--- config.mk ---
export PLATFORM = sky130hd
export DESIGN_NAME = program_counter_stack_flat
export DESIGN_NICKNAME = d
export VERILOG_FILES = /design/src/verilog/pc_stack_pkg.sv /design/src/verilog/stack_link_if.sv /design/src/verilog/program_counter_stack.sv /design/src/flat_wrapper.sv
export SDC_FILE = /design/constraint.sdc
export NUM_CORES = 1
export LEC_CHECK = 0
export BUFFER_PORTS_ARGS = -buffer_cell sky130_fd_sc_hd__buf_2
export CAP_MARGIN = 30
export CORE_MARGIN = 5
export CORE_UTILIZATION = 30
export CTS_BUF_LIST = sky130_fd_sc_hd__clkbuf_16
export CTS_CLUSTER_SIZE = 8
export DETAILED_ROUTE_END_ITERATION = 10
export GPL_ROUTABILITY_DRIVEN = 0
export PLACE_DENSITY = 0.49
export SKIP_CTS_REPAIR_TIMING = 1
export SYNTH_ARGS = -nofsm -noshare
export SYNTH_HDL_FRONTEND = slang
export SYNTH_SLANG_ARGS = --single-unit
--- constraint.sdc ---
create_clock -name clk_sys -period 3.85 [get_ports clk_sys]
set_input_delay 0.77 -clock clk_sys [delete_from_list [all_inputs] [get_ports clk_sys]]
set_output_delay 0.77 -clock clk_sys [all_outputs]
set_load 0.03 [all_outputs]
--- src/verilog/pc_stack_pkg.sv ---
// constants shared by both ends of the program counter stack slice link
// assumes one system clock at 250 MHz on both ends
package pc_stack_pkg;
  localparam int unsigned CLK_SYS_NS  = 4;
  // link clock phases, as printed
  localparam int unsigned CP_HIGH_NS  = 40;
  localparam int unsigned CP_LOW_NS   = 40;
  // least times round up
  localparam int unsigned CP_HIGH_CYC = (CP_HIGH_NS + CLK_SYS_NS - 1) / CLK_SYS_NS;
  localparam int unsigned CP_LOW_CYC  = (CP_LOW_NS + CLK_SYS_NS - 1) / CLK_SYS_NS;
  localparam logic [7:0]  CP_LAST     = 8'(CP_HIGH_CYC + CP_LOW_CYC - 1);
  localparam logic [7:0]  CP_FALL     = 8'(CP_HIGH_CYC);
  localparam logic [7:0]  CNT_RESET   = 8'h00;

  localparam int unsigned DEPTH       = 16;
  localparam int unsigned WIDTH       = 4;
  localparam logic [3:0]  PTR_RESET   = 4'h0;
  localparam logic [3:0]  PTR_TOP     = 4'hf;
  localparam logic [3:0]  PTR_BOTTOM  = 4'h0;
  localparam logic [3:0]  PC_MAX      = 4'hf;

  // {high bit, low bit}
  typedef enum logic [1:0] {
    OP_RETURN = 2'h0,
    OP_BRANCH = 2'h1,
    OP_CALL   = 2'h2,
    OP_FETCH  = 2'h3
  } op_t;
endpackage

--- src/verilog/stack_link_if.sv ---
// pins between one stack slice and its microprogram controller
// assumes both ends share clk_sys; three-state outputs carry enables
interface stack_link_if;
  logic       clk;
  logic       execute_n;
  logic       instr_bit_high;
  logic       instr_bit_low;
  logic       master_reset_n;
  logic       carry_in_n;
  logic       out_enable_n;
  logic [3:0] data_in_n;
  logic [3:0] stack_out_n;
  logic       stack_out_oe;
  logic [3:0] fetch_addr_out;
  logic       fetch_addr_oe;
  logic       carry_out_n;
  logic       stack_full_n;
  logic       stack_empty_n;

  modport device (
    input  clk,
    input  execute_n,
    input  instr_bit_high,
    input  instr_bit_low,
    input  master_reset_n,
    input  carry_in_n,
    input  out_enable_n,
    input  data_in_n,
    output stack_out_n,
    output stack_out_oe,
    output fetch_addr_out,
    output fetch_addr_oe,
    output carry_out_n,
    output stack_full_n,
    output stack_empty_n
  );

  modport controller (
    output clk,
    output execute_n,
    output instr_bit_high,
    output instr_bit_low,
    output master_reset_n,
    output carry_in_n,
    output out_enable_n,
    output data_in_n,
    input  stack_out_n,
    input  stack_out_oe,
    input  fetch_addr_out,
    input  fetch_addr_oe,
    input  carry_out_n,
    input  stack_full_n,
    input  stack_empty_n
  );
endinterface

--- src/verilog/program_counter_stack.sv ---
// one 4-bit program counter stack slice, device end of the link
// assumes every link pin is asynchronous to clk_sys and sampled twice
//
// Notes on behaviour
// - 16x4 stack RAM, pointer addresses current counter
// - fetch drives current counter onto address bus
// - fetch stores counter plus one unless carry high
// - controller presents instruction, execute during clock high
// - latches follow RAM while clock high; enable gates output
// - fetch writes incrementer only while clock, execute low
// - address bus driven only while clock, execute low
// - carry out low at all ones with carry in
// - branch writes data into current location, pointer kept
// - address bus disabled for branch, call, return
// - call addresses pointer plus one once execute low
// - call output shows latches captured at falling clock
// - call writes data into new location during low
// - call registers incremented pointer at rising clock
// - full low at 1111; further call wraps to 0000
// - return addresses pointer minus one once execute low
// - return shows popped value early if execute early
// - return registers decremented pointer at rising clock
// - empty low at 0000; further return wraps to 1111
// - master reset clears pointer and entry zero, overrides
// - slices chain carries; lowest carry in tied low; the one slice here takes carry in from auto_inc
// - data in and out active low, address bus true
module program_counter_stack (
  input  wire logic    clk_sys,
  input  wire logic    reset_n,
  stack_link_if.device link
);
  typedef struct packed {
    logic [1:0]                    cp_p;
    logic [1:0]                    ex_p;
    logic [1:0]                    ih_p;
    logic [1:0]                    il_p;
    logic [1:0]                    ci_p;
    logic [1:0]                    mr_p;
    logic [1:0]                    oe_p;
    logic [1:0][3:0]               d_p;
    logic                          cp_prev;
    logic                          ex_prev;
    logic [1:0]                    op_prev;
    logic [3:0]                    sp;
    logic [15:0][3:0]              ram;
    logic [3:0]                    latch;
    logic [3:0]                    out_n;
    logic                          out_oe;
    logic [3:0]                    x;
    logic                          x_oe;
    logic                          co_n;
    logic                          sf_n;
    logic                          se_n;
  } dev_state_t;

  dev_state_t q;
  dev_state_t d;

  logic                cp;
  logic                ex;
  logic                ci_n;
  logic                mr;
  logic [3:0]          din;
  pc_stack_pkg::op_t   op;
  pc_stack_pkg::op_t   op_last;
  logic [3:0]          addr;
  logic                wr;
  logic                rise;
  logic [3:0]          flag_addr;

  // only the second sync stage is ever read
  always_comb
  begin
    cp      = q.cp_p[1];
    ex      = ~q.ex_p[1];
    ci_n    = q.ci_p[1];
    mr      = ~q.mr_p[1];
    din     = ~q.d_p[1];
    op      = pc_stack_pkg::op_t'({q.ih_p[1], q.il_p[1]});
    op_last = pc_stack_pkg::op_t'(q.op_prev);
    rise    = cp && !q.cp_prev;
    wr      = !cp && ex;
    addr    = q.sp;
    if (ex && op == pc_stack_pkg::OP_CALL)
      addr = q.sp + 4'h1;
    else if (ex && op == pc_stack_pkg::OP_RETURN)
      addr = q.sp - 4'h1;
  end

  always_comb
  begin
    d = q;
    d.cp_p    = {q.cp_p[0], link.clk};
    d.ex_p    = {q.ex_p[0], link.execute_n};
    d.ih_p    = {q.ih_p[0], link.instr_bit_high};
    d.il_p    = {q.il_p[0], link.instr_bit_low};
    d.ci_p    = {q.ci_p[0], link.carry_in_n};
    d.mr_p    = {q.mr_p[0], link.master_reset_n};
    d.oe_p    = {q.oe_p[0], link.out_enable_n};
    d.d_p     = {q.d_p[0], link.data_in_n};
    d.cp_prev = cp;
    d.ex_prev = ex;
    d.op_prev = op;

    // hold what was seen at the fall
    if (cp)
      d.latch = q.ram[addr];

    unique case (op)
      pc_stack_pkg::OP_FETCH:
      begin
        // write only in the low/low window
        // carry in high means iterative fetch
        // rewriting latch+1 each cycle is safe: latch holds
        if (wr)
          d.ram[q.sp] = q.latch + {3'h0, ~ci_n};
      end
      pc_stack_pkg::OP_BRANCH:
      begin
        if (wr)
          d.ram[q.sp] = din;
      end
      pc_stack_pkg::OP_CALL:
      begin
        if (wr)
          d.ram[addr] = din;
      end
      pc_stack_pkg::OP_RETURN:
      begin
      end
    endcase

    // execute and instruction taken from the low phase, since
    // the controller may release them on the same rising edge
    // pointer registered on rising clock
    if (rise && q.ex_prev)
    begin
      if (op_last == pc_stack_pkg::OP_CALL)
        d.sp = q.sp + 4'h1;
      else if (op_last == pc_stack_pkg::OP_RETURN)
        d.sp = q.sp - 4'h1;
    end
    // new pointer's data shown on rise
    if (rise && q.ex_prev && op_last == pc_stack_pkg::OP_CALL)
      d.latch = q.ram[q.sp + 4'h1];
    if (rise && q.ex_prev && op_last == pc_stack_pkg::OP_RETURN)
      d.latch = q.ram[q.sp - 4'h1];

    // master reset overrides pointer, entry zero and latch; other RAM writes still go on
    if (mr)
    begin
      d.sp                            = pc_stack_pkg::PTR_RESET;
      d.ram[pc_stack_pkg::PTR_RESET]  = 4'h0;
      d.latch                         = 4'h0;
    end

    // output bus active low, address bus true
    d.out_n  = ~d.latch;
    // output bus driven only with enable low
    d.out_oe = ~q.oe_p[1];
    d.x      = q.latch;
    // address drivers only in low/low fetch
    // never for the other three operations
    d.x_oe   = wr && op == pc_stack_pkg::OP_FETCH && !mr;
    // carry out from current counter and carry in
    d.co_n   = !(q.ram[q.sp] == pc_stack_pkg::PC_MAX && !ci_n);
    // execute and clock sync together, so at the rise the pointer is
    // already new: using the old one would glitch the flags for a cycle
    flag_addr = ex ? addr : d.sp;
    d.sf_n   = mr || !(flag_addr == pc_stack_pkg::PTR_TOP);
    d.se_n   = !mr && !(flag_addr == pc_stack_pkg::PTR_BOTTOM);

    if (!reset_n)
    begin
      d       = '0;
      d.out_n = 4'hf;
      d.co_n  = 1'b1;
      d.sf_n  = 1'b1;
      d.cp_p  = 2'h3;
      d.ex_p  = 2'h3;
      d.mr_p  = 2'h3;
      d.oe_p  = 2'h3;
      d.ci_p  = 2'h3;
      d.d_p   = 8'hff;
    end
  end

  always_ff @(posedge clk_sys)
  begin
    q <= d;
  end

  assign link.stack_out_n    = q.out_n;
  assign link.stack_out_oe   = q.out_oe;
  assign link.fetch_addr_out = q.x;
  assign link.fetch_addr_oe  = q.x_oe;
  assign link.carry_out_n    = q.co_n;
  assign link.stack_full_n   = q.sf_n;
  assign link.stack_empty_n  = q.se_n;
endmodule

--- src/flat_wrapper.sv ---
// flat-port wrapper written by rule: the top's interface ports become plain ports
module program_counter_stack_flat 
  (clk_sys, reset_n, link_clk, link_execute_n, link_instr_bit_high, link_instr_bit_low, link_master_reset_n, link_carry_in_n, link_out_enable_n, link_data_in_n, link_stack_out_n, link_stack_out_oe, link_fetch_addr_out, link_fetch_addr_oe, link_carry_out_n, link_stack_full_n, link_stack_empty_n);
  stack_link_if link_i ();
  input  wire logic clk_sys;
  input  wire logic reset_n;
  input wire logic [$bits(link_i.clk)-1:0] link_clk;
  input wire logic [$bits(link_i.execute_n)-1:0] link_execute_n;
  input wire logic [$bits(link_i.instr_bit_high)-1:0] link_instr_bit_high;
  input wire logic [$bits(link_i.instr_bit_low)-1:0] link_instr_bit_low;
  input wire logic [$bits(link_i.master_reset_n)-1:0] link_master_reset_n;
  input wire logic [$bits(link_i.carry_in_n)-1:0] link_carry_in_n;
  input wire logic [$bits(link_i.out_enable_n)-1:0] link_out_enable_n;
  input wire logic [$bits(link_i.data_in_n)-1:0] link_data_in_n;
  output wire logic [$bits(link_i.stack_out_n)-1:0] link_stack_out_n;
  output wire logic [$bits(link_i.stack_out_oe)-1:0] link_stack_out_oe;
  output wire logic [$bits(link_i.fetch_addr_out)-1:0] link_fetch_addr_out;
  output wire logic [$bits(link_i.fetch_addr_oe)-1:0] link_fetch_addr_oe;
  output wire logic [$bits(link_i.carry_out_n)-1:0] link_carry_out_n;
  output wire logic [$bits(link_i.stack_full_n)-1:0] link_stack_full_n;
  output wire logic [$bits(link_i.stack_empty_n)-1:0] link_stack_empty_n;
  assign link_i.clk = link_clk;
  assign link_i.execute_n = link_execute_n;
  assign link_i.instr_bit_high = link_instr_bit_high;
  assign link_i.instr_bit_low = link_instr_bit_low;
  assign link_i.master_reset_n = link_master_reset_n;
  assign link_i.carry_in_n = link_carry_in_n;
  assign link_i.out_enable_n = link_out_enable_n;
  assign link_i.data_in_n = link_data_in_n;
  assign link_stack_out_n = link_i.stack_out_n;
  assign link_stack_out_oe = link_i.stack_out_oe;
  assign link_fetch_addr_out = link_i.fetch_addr_out;
  assign link_fetch_addr_oe = link_i.fetch_addr_oe;
  assign link_carry_out_n = link_i.carry_out_n;
  assign link_stack_full_n = link_i.stack_full_n;
  assign link_stack_empty_n = link_i.stack_empty_n;
  program_counter_stack u_core (.clk_sys(clk_sys), .reset_n(reset_n), .link(link_i));
endmodule
# Yosys cells after proc, flatten, opt, wreduce, memory -nomap -nowiden
# Cells that the tools add are included.
[classes]
n_mux = 30
order_cmp = 6
n_eq_ne = 9
reduce_logical = 26
n_addsub = 3
n_bitwise = 6
[op_table]
columns = ["operator", "count"]
rows = [
  ["64-bit bitwise mux", 3],
  ["64-bit two-way mux", 3],
  ["64-bit case mux with 3 select lines", 1],
  ["4-bit two-way mux", 17],
  ["4-bit binary-select mux with 4-bit select", 4],
  ["4-bit demux with 4-bit select", 2],
  ["4-bit by 5-bit less-than comparator with 1-bit output (second input constant)", 4],
  ["1-bit logical AND", 13],
  ["4-bit equality test (second input constant)", 2],
  ["4-bit by 1-bit >= comparator with 1-bit output (second input constant)", 2],
  ["4-bit NOT", 2],
  ["2-bit equality test (second input constant)", 3],
  ["1-bit logical NOT", 6],
  ["2-bit by 1-bit != test with 1-bit output (second input constant)", 3],
  ["4-bit by 1-bit adder with 4-bit output", 1],
  ["4-bit by 1-bit adder with 4-bit output (second input constant)", 1],
  ["2-bit logical NOT", 2],
  ["4-bit logical NOT", 1],
  ["1-bit NOT", 4],
  ["4-bit AND reduction", 1],
  ["4-bit by 1-bit subtractor with 4-bit output (second input constant)", 1],
  ["3-bit nonzero test", 1],
  ["2-bit by 1-bit equality test with 1-bit output (second input constant)", 1],
  ["2-bit AND reduction", 1],
  ["1-bit logical OR", 1],
]
[word_totals]
out_inout_bits = 13
wordCells = 117
in_bits = 13
regBits = 111

# Depth between registers and ports, before layout
[depth]
word_depth = 11
depth_mapped = 12
mapped_depth_nobuf = 9

# Least setup slack after synthesis
# Ideal clock, no wire load.
[synth_path]
path_kind = "reg2reg"
startpoint = "register u_core.q[82] (netlist bit)"
endpoint = "register u_core.q[16] (netlist bit)"
period_less_slack_ps = 2887
path_buffers = 4
stages_incl_launch_ff = 12
arrival_ps = 2765
setup_ps = 122
required_ps = 3728
slack_ps = 963
path_cell_list = "dfxtp_1 -> buf_2 -> inv_1 -> ha_1 -> buf_4 -> buf_2 -> buf_2 -> mux4_2 -> mux2_2 -> a211oi_1 -> o21ai_0 -> o311a_1"
[synth_via]
elab_chain_len = 9
word_cells_on_any_way = 14
classes_between = "add/sub (2); mux (12)"
[synth_rtl]
columns = ["item", "line", "text"]
rows = [
  ["start, declared", "program_counter_stack.sv:56", "dev_state_t q;"],
  ["start signal, assigned", "program_counter_stack.sv:190", "q <= d;"],
  ["4-bit by 1-bit subtractor with 4-bit output", "program_counter_stack.sv:87, program_counter_stack.sv:147", ""],
  ["4-bit two-way mux", "program_counter_stack.sv:86", "else if (ex && op == pc_stack_pkg::OP_RETURN)"],
  ["4-bit two-way mux", "program_counter_stack.sv:84", "if (ex && op == pc_stack_pkg::OP_CALL)"],
  ["4-bit binary-select mux with 4-bit select", "program_counter_stack.sv:107", "d.latch = q.ram[addr];"],
  ["4-bit two-way mux (implied by the code)", "program_counter_stack.sv:107", ""],
  ["4-bit two-way mux", "program_counter_stack.sv:106", "if (cp)"],
  ["4-bit two-way mux", "program_counter_stack.sv:144", "if (rise && q.ex_prev && op_last == pc_stack_pkg::OP_CALL)"],
  ["4-bit two-way mux *", "program_counter_stack.sv:146", "if (rise && q.ex_prev && op_last == pc_stack_pkg::OP_RETURN)"],
  ["4-bit two-way mux *", "program_counter_stack.sv:150", "if (mr)"],
]
# Every way passes the cells marked *; elsewhere a longest branch is shown, timed or not. The select of a mux whose other input is x is not followed.
# A chain may end at the register's enable or synchronous reset.

# Worst setup path in the final report
[layout_path]
startpoint = "register u_core.q[81] (netlist bit)"
endpoint = "register u_core.q (netlist bit u_core.link.stack_out_n[1])"
[layout_via]
elab_chain_len = 10
word_cells_on_any_way = 15
classes_between = "add/sub (2); mux (12); bitwise (1)"
[layout_rtl]
columns = ["item", "line", "text"]
rows = [
  ["4-bit by 1-bit subtractor with 4-bit output", "program_counter_stack.sv:87, program_counter_stack.sv:147", ""],
  ["4-bit two-way mux", "program_counter_stack.sv:86", ""],
  ["4-bit two-way mux", "program_counter_stack.sv:84", ""],
  ["4-bit binary-select mux with 4-bit select", "program_counter_stack.sv:107", ""],
  ["4-bit two-way mux (implied by the code)", "program_counter_stack.sv:107", ""],
  ["4-bit two-way mux", "program_counter_stack.sv:106", ""],
  ["4-bit two-way mux", "program_counter_stack.sv:144", ""],
  ["4-bit two-way mux *", "program_counter_stack.sv:146", ""],
  ["4-bit two-way mux *", "program_counter_stack.sv:150", ""],
  ["4-bit NOT *", "program_counter_stack.sv:158", "d.out_n = ~d.latch;"],
]
# Marks and branches as above.

==> flow_summary_export.csv <==
group,metric,value,unit
sta,worstMarginPinSlew,0.9156,ns
sta,finalHoldViolCount,0,
clock_network,clockRootBuffer,"clkbuf_16",
finish,final_nets,971,
worst_setup_path,worstPathMaxFanout,51,
sta,fin_tns_setup,0,ns
sta,period_minus_slack,3.251,ns
grt,grt_start_max_net_pins,52,
grt,grt_antenna_before_repair,0,
sta,drv_slew,0,
synth,yosysSeqAreaShare,0.2616,
job,maxCapViolCount,0,
route,wl,35.04,mm
floorplanning,fp.coreArea,27860,um2
finish,final_cell_area,9163,um2
grt,grtUsageTotal,0.2184,
pwr,p_comb_frac,0.171,
clock_network,clkSinkCount,111,
route,ant_nets,0,
synth,ys_ff_latch,111,
finish,nFillCells,2897,
worst_setup_path,critPathRequiredTime,4.12,ns
sta,timing.fmax,0.3076,GHz
finish,final_common_cell,"dfxtp_1",
floorplanning,die_w,178.3,um
route,drt_iter0_drc,1149,
clock_network,clkLatencyLatePin,0.38,ns
worst_setup_path,cp-end-kind,"register",
sta,slew_headroom,0.3873,
synth,synth_flop_cell,"dfxtp_1",
floorplanning,floorplan.die_area,31780,um2
synth,async_reset_ff_frac,0,
floorplanning,rows,61,
grt,grt_pass1_wl,52.36,mm
sta,fin_crit_sh,0.8445,
placement,dpl.hpwl,24.70,mm
finish,drive_gt1_frac,0.1767,
synth,synth_edf_count,0,
clock_network,clk_pin_slew,0.08,ns
pwr,p_leak,2.788,nW
pwr,powerDensity,287.3,nW/um2
worst_setup_path,cp-start-kind,"register",
worst_setup_path,cp.arrival,3.52,ns
clock_network,cts_buffer_depth,2,
floorplanning,ioPinCount,26,
finish,final_core_util,0.3289,
outcome,status,"completed",
pwr,p_sw_frac,0.3271,
placement,portBuffers,25,
synth,syn_avg_cell_area,8.694,um2
synth,synth_cell_types,81,
finish,antenna_cells,0,
sta,rsz0062_at_grt,"no",
finish,area_growth,7.866,%
clock_network,cts-buffers-inserted,9,
worst_setup_path,path_class,"register to register",
pwr,pwr-share-clk,0.368,
grt,grt-ovfl-total,0,
hold_path,hold_class,"register to register",
pwr,p_seq_frac,0.461,
route,wl_per_cell,26.37,um
synth,synth_area,8494,um2
pwr,power,2.632,mW
pwr,intPower,1.771,mW
route,drcViolationCount,0,
finish,final_cell_mix,"dfxtp_1, a31oi_1, o21ai_0, nand2_1, nor2_1",
grt,grt_pass1_vias,7895,
clock_network,h-tree-depth,3,
floorplanning,start_util,0.3049,
synth,yosys_warnings,0,
synth,syn_nets,1002,
pwr,switchingPower,0.8610,mW
floorplanning,fp.dieH,178.3,um
route,drt_pass1_iterations,5,
pwr,peakVddDrop,0.2075,mV
sta,fin_worst_skew,0.01059,ns
placement,placed_cells,1313,
synth,syn_inst,977,
sta,finalSetupViolCount,0,
route,vias_per_cell,6.451,
placement,placed_area,8874,um2
finish,instances_no_fill,1329,
route,num_vias,8573,
clock_network,cts_tree,"yes",
## cells in the mapped netlist, types with 9 or more instances
cell type / number / area (um2)
o21ai_0: 68 / 340.3
buf_4: 13 / 97.59
o211ai_1: 29 / 217.7
o22ai_1: 23 / 143.9
a32o_1: 10 / 100.1
ha_1: 12 / 150.1
and2_1: 18 / 112.6
inv_1: 13 / 48.80
o32a_1: 12 / 120.1
a22oi_1: 14 / 105.1
nand2_1: 67 / 251.5
buf_6: 10 / 112.6
nor3_1: 13 / 65.06
buf_1: 9 / 33.78
a31oi_1: 79 / 494.2
a21oi_1: 38 / 190.2
mux4_2: 50 / 1126
buf_2: 24 / 120.1
nand2b_1: 23 / 143.9
dfxtp_1: 111 / 2222
nand3_1: 23 / 115.1
o221ai_1: 10 / 87.58
xnor2_1: 9 / 78.83
clkbuf_1: 47 / 176.4
mux2i_1: 18 / 180.2
nand4_1: 19 / 118.9
or2_2: 14 / 87.58
nor2_1: 67 / 251.5
a311o_1: 12 / 120.1
## through the flow
step | setup slack [ns] | hold slack, ns
after floorplan | 0.9628 | 0.3627
after global placement | 0.6631 | 0.3652
after detailed placement | 0.6656 | 0.3661
after CTS | 0.6612 | 0.3795
after global routing | 0.3835 | 0.3978
final | 0.5987 | 0.3774
## worst max-delay path: stages, from the launching register on
cell	delay, ns
dfxtp_2	0.37
buf_4	0.64
nor3_1	0.10
and4_1	0.27
a211o_1	0.53
nor2_1	0.66
a22oi_1	0.26
a31o_2	0.30
## cell families after synthesis
family	Yosys count	share of synthesized area
AND/OR/NAND/NOR	287	0.1732
flip-flops	111	0.2616
adder cells (fa/ha/maj)	12	0.01768
multiplexers	74	0.1635
buffers and inverters	119	0.07100
AO/OA/AOI/OAI	360	0.2924
XOR/XNOR	14	0.02062
## worst paths after layout
kind | cells past startpoint | end | from | slack, ns
worst max-delay path | 7 | u_core.link.stack_out_n[1]$_SDFF_PN1_ | u_core.q[81]$_SDFF_PN0_ | 0.60
worst min-delay path | 1 | u_core.link.stack_out_oe$_SDFF_PN0_ | u_core.q[98]$_SDFF_PN1_ | 0.38
worst max register to register | 7 | u_core.link.stack_out_n[1]$_SDFF_PN1_ | u_core.q[81]$_SDFF_PN0_ | 0.60
worst min register to register | 1 | u_core.link.stack_out_oe$_SDFF_PN0_ | u_core.q[98]$_SDFF_PN1_ | 0.38
## final cells by class
class                           instances  area (um2)  share of cell area
Multi-Input combinational cell        747        5698              0.6219
Sequential cell                       111        2223              0.2427
Tap cell                              378       473.0             0.05162
Timing Repair Buffer                   63       426.7             0.04657
Clock buffer                            9       225.2             0.02458
Clock inverter                          7       63.81            0.006964
Inverter                               14       52.55            0.005735
## power groups by stage
stage	Clock, mW	Combinational (mW)	Sequential, mW
after floorplan	0	0.308	1.22
after global placement	0	0.437	1.24
after detailed placement	0	0.436	1.24
after CTS	0.999	0.437	1.21
after global routing	1.05	0.472	1.22
final	0.970	0.449	1.21
## per-layer routing
metal | wire length, um | GRT usage | share of wire | up-vias
met4 | 1743 | 0.1020 | 0.050 | 0
met3 | 3888 | 0.04091 | 0.11 | 105
met1 | 14540 | 0.3093 | 0.41 | 4124
li1 | - | - | - | 3749
met5 | 0 | 0 | 0 | -
met2 | 14870 | 0.3207 | 0.42 | 595
(Power assumes the default switching activity.)
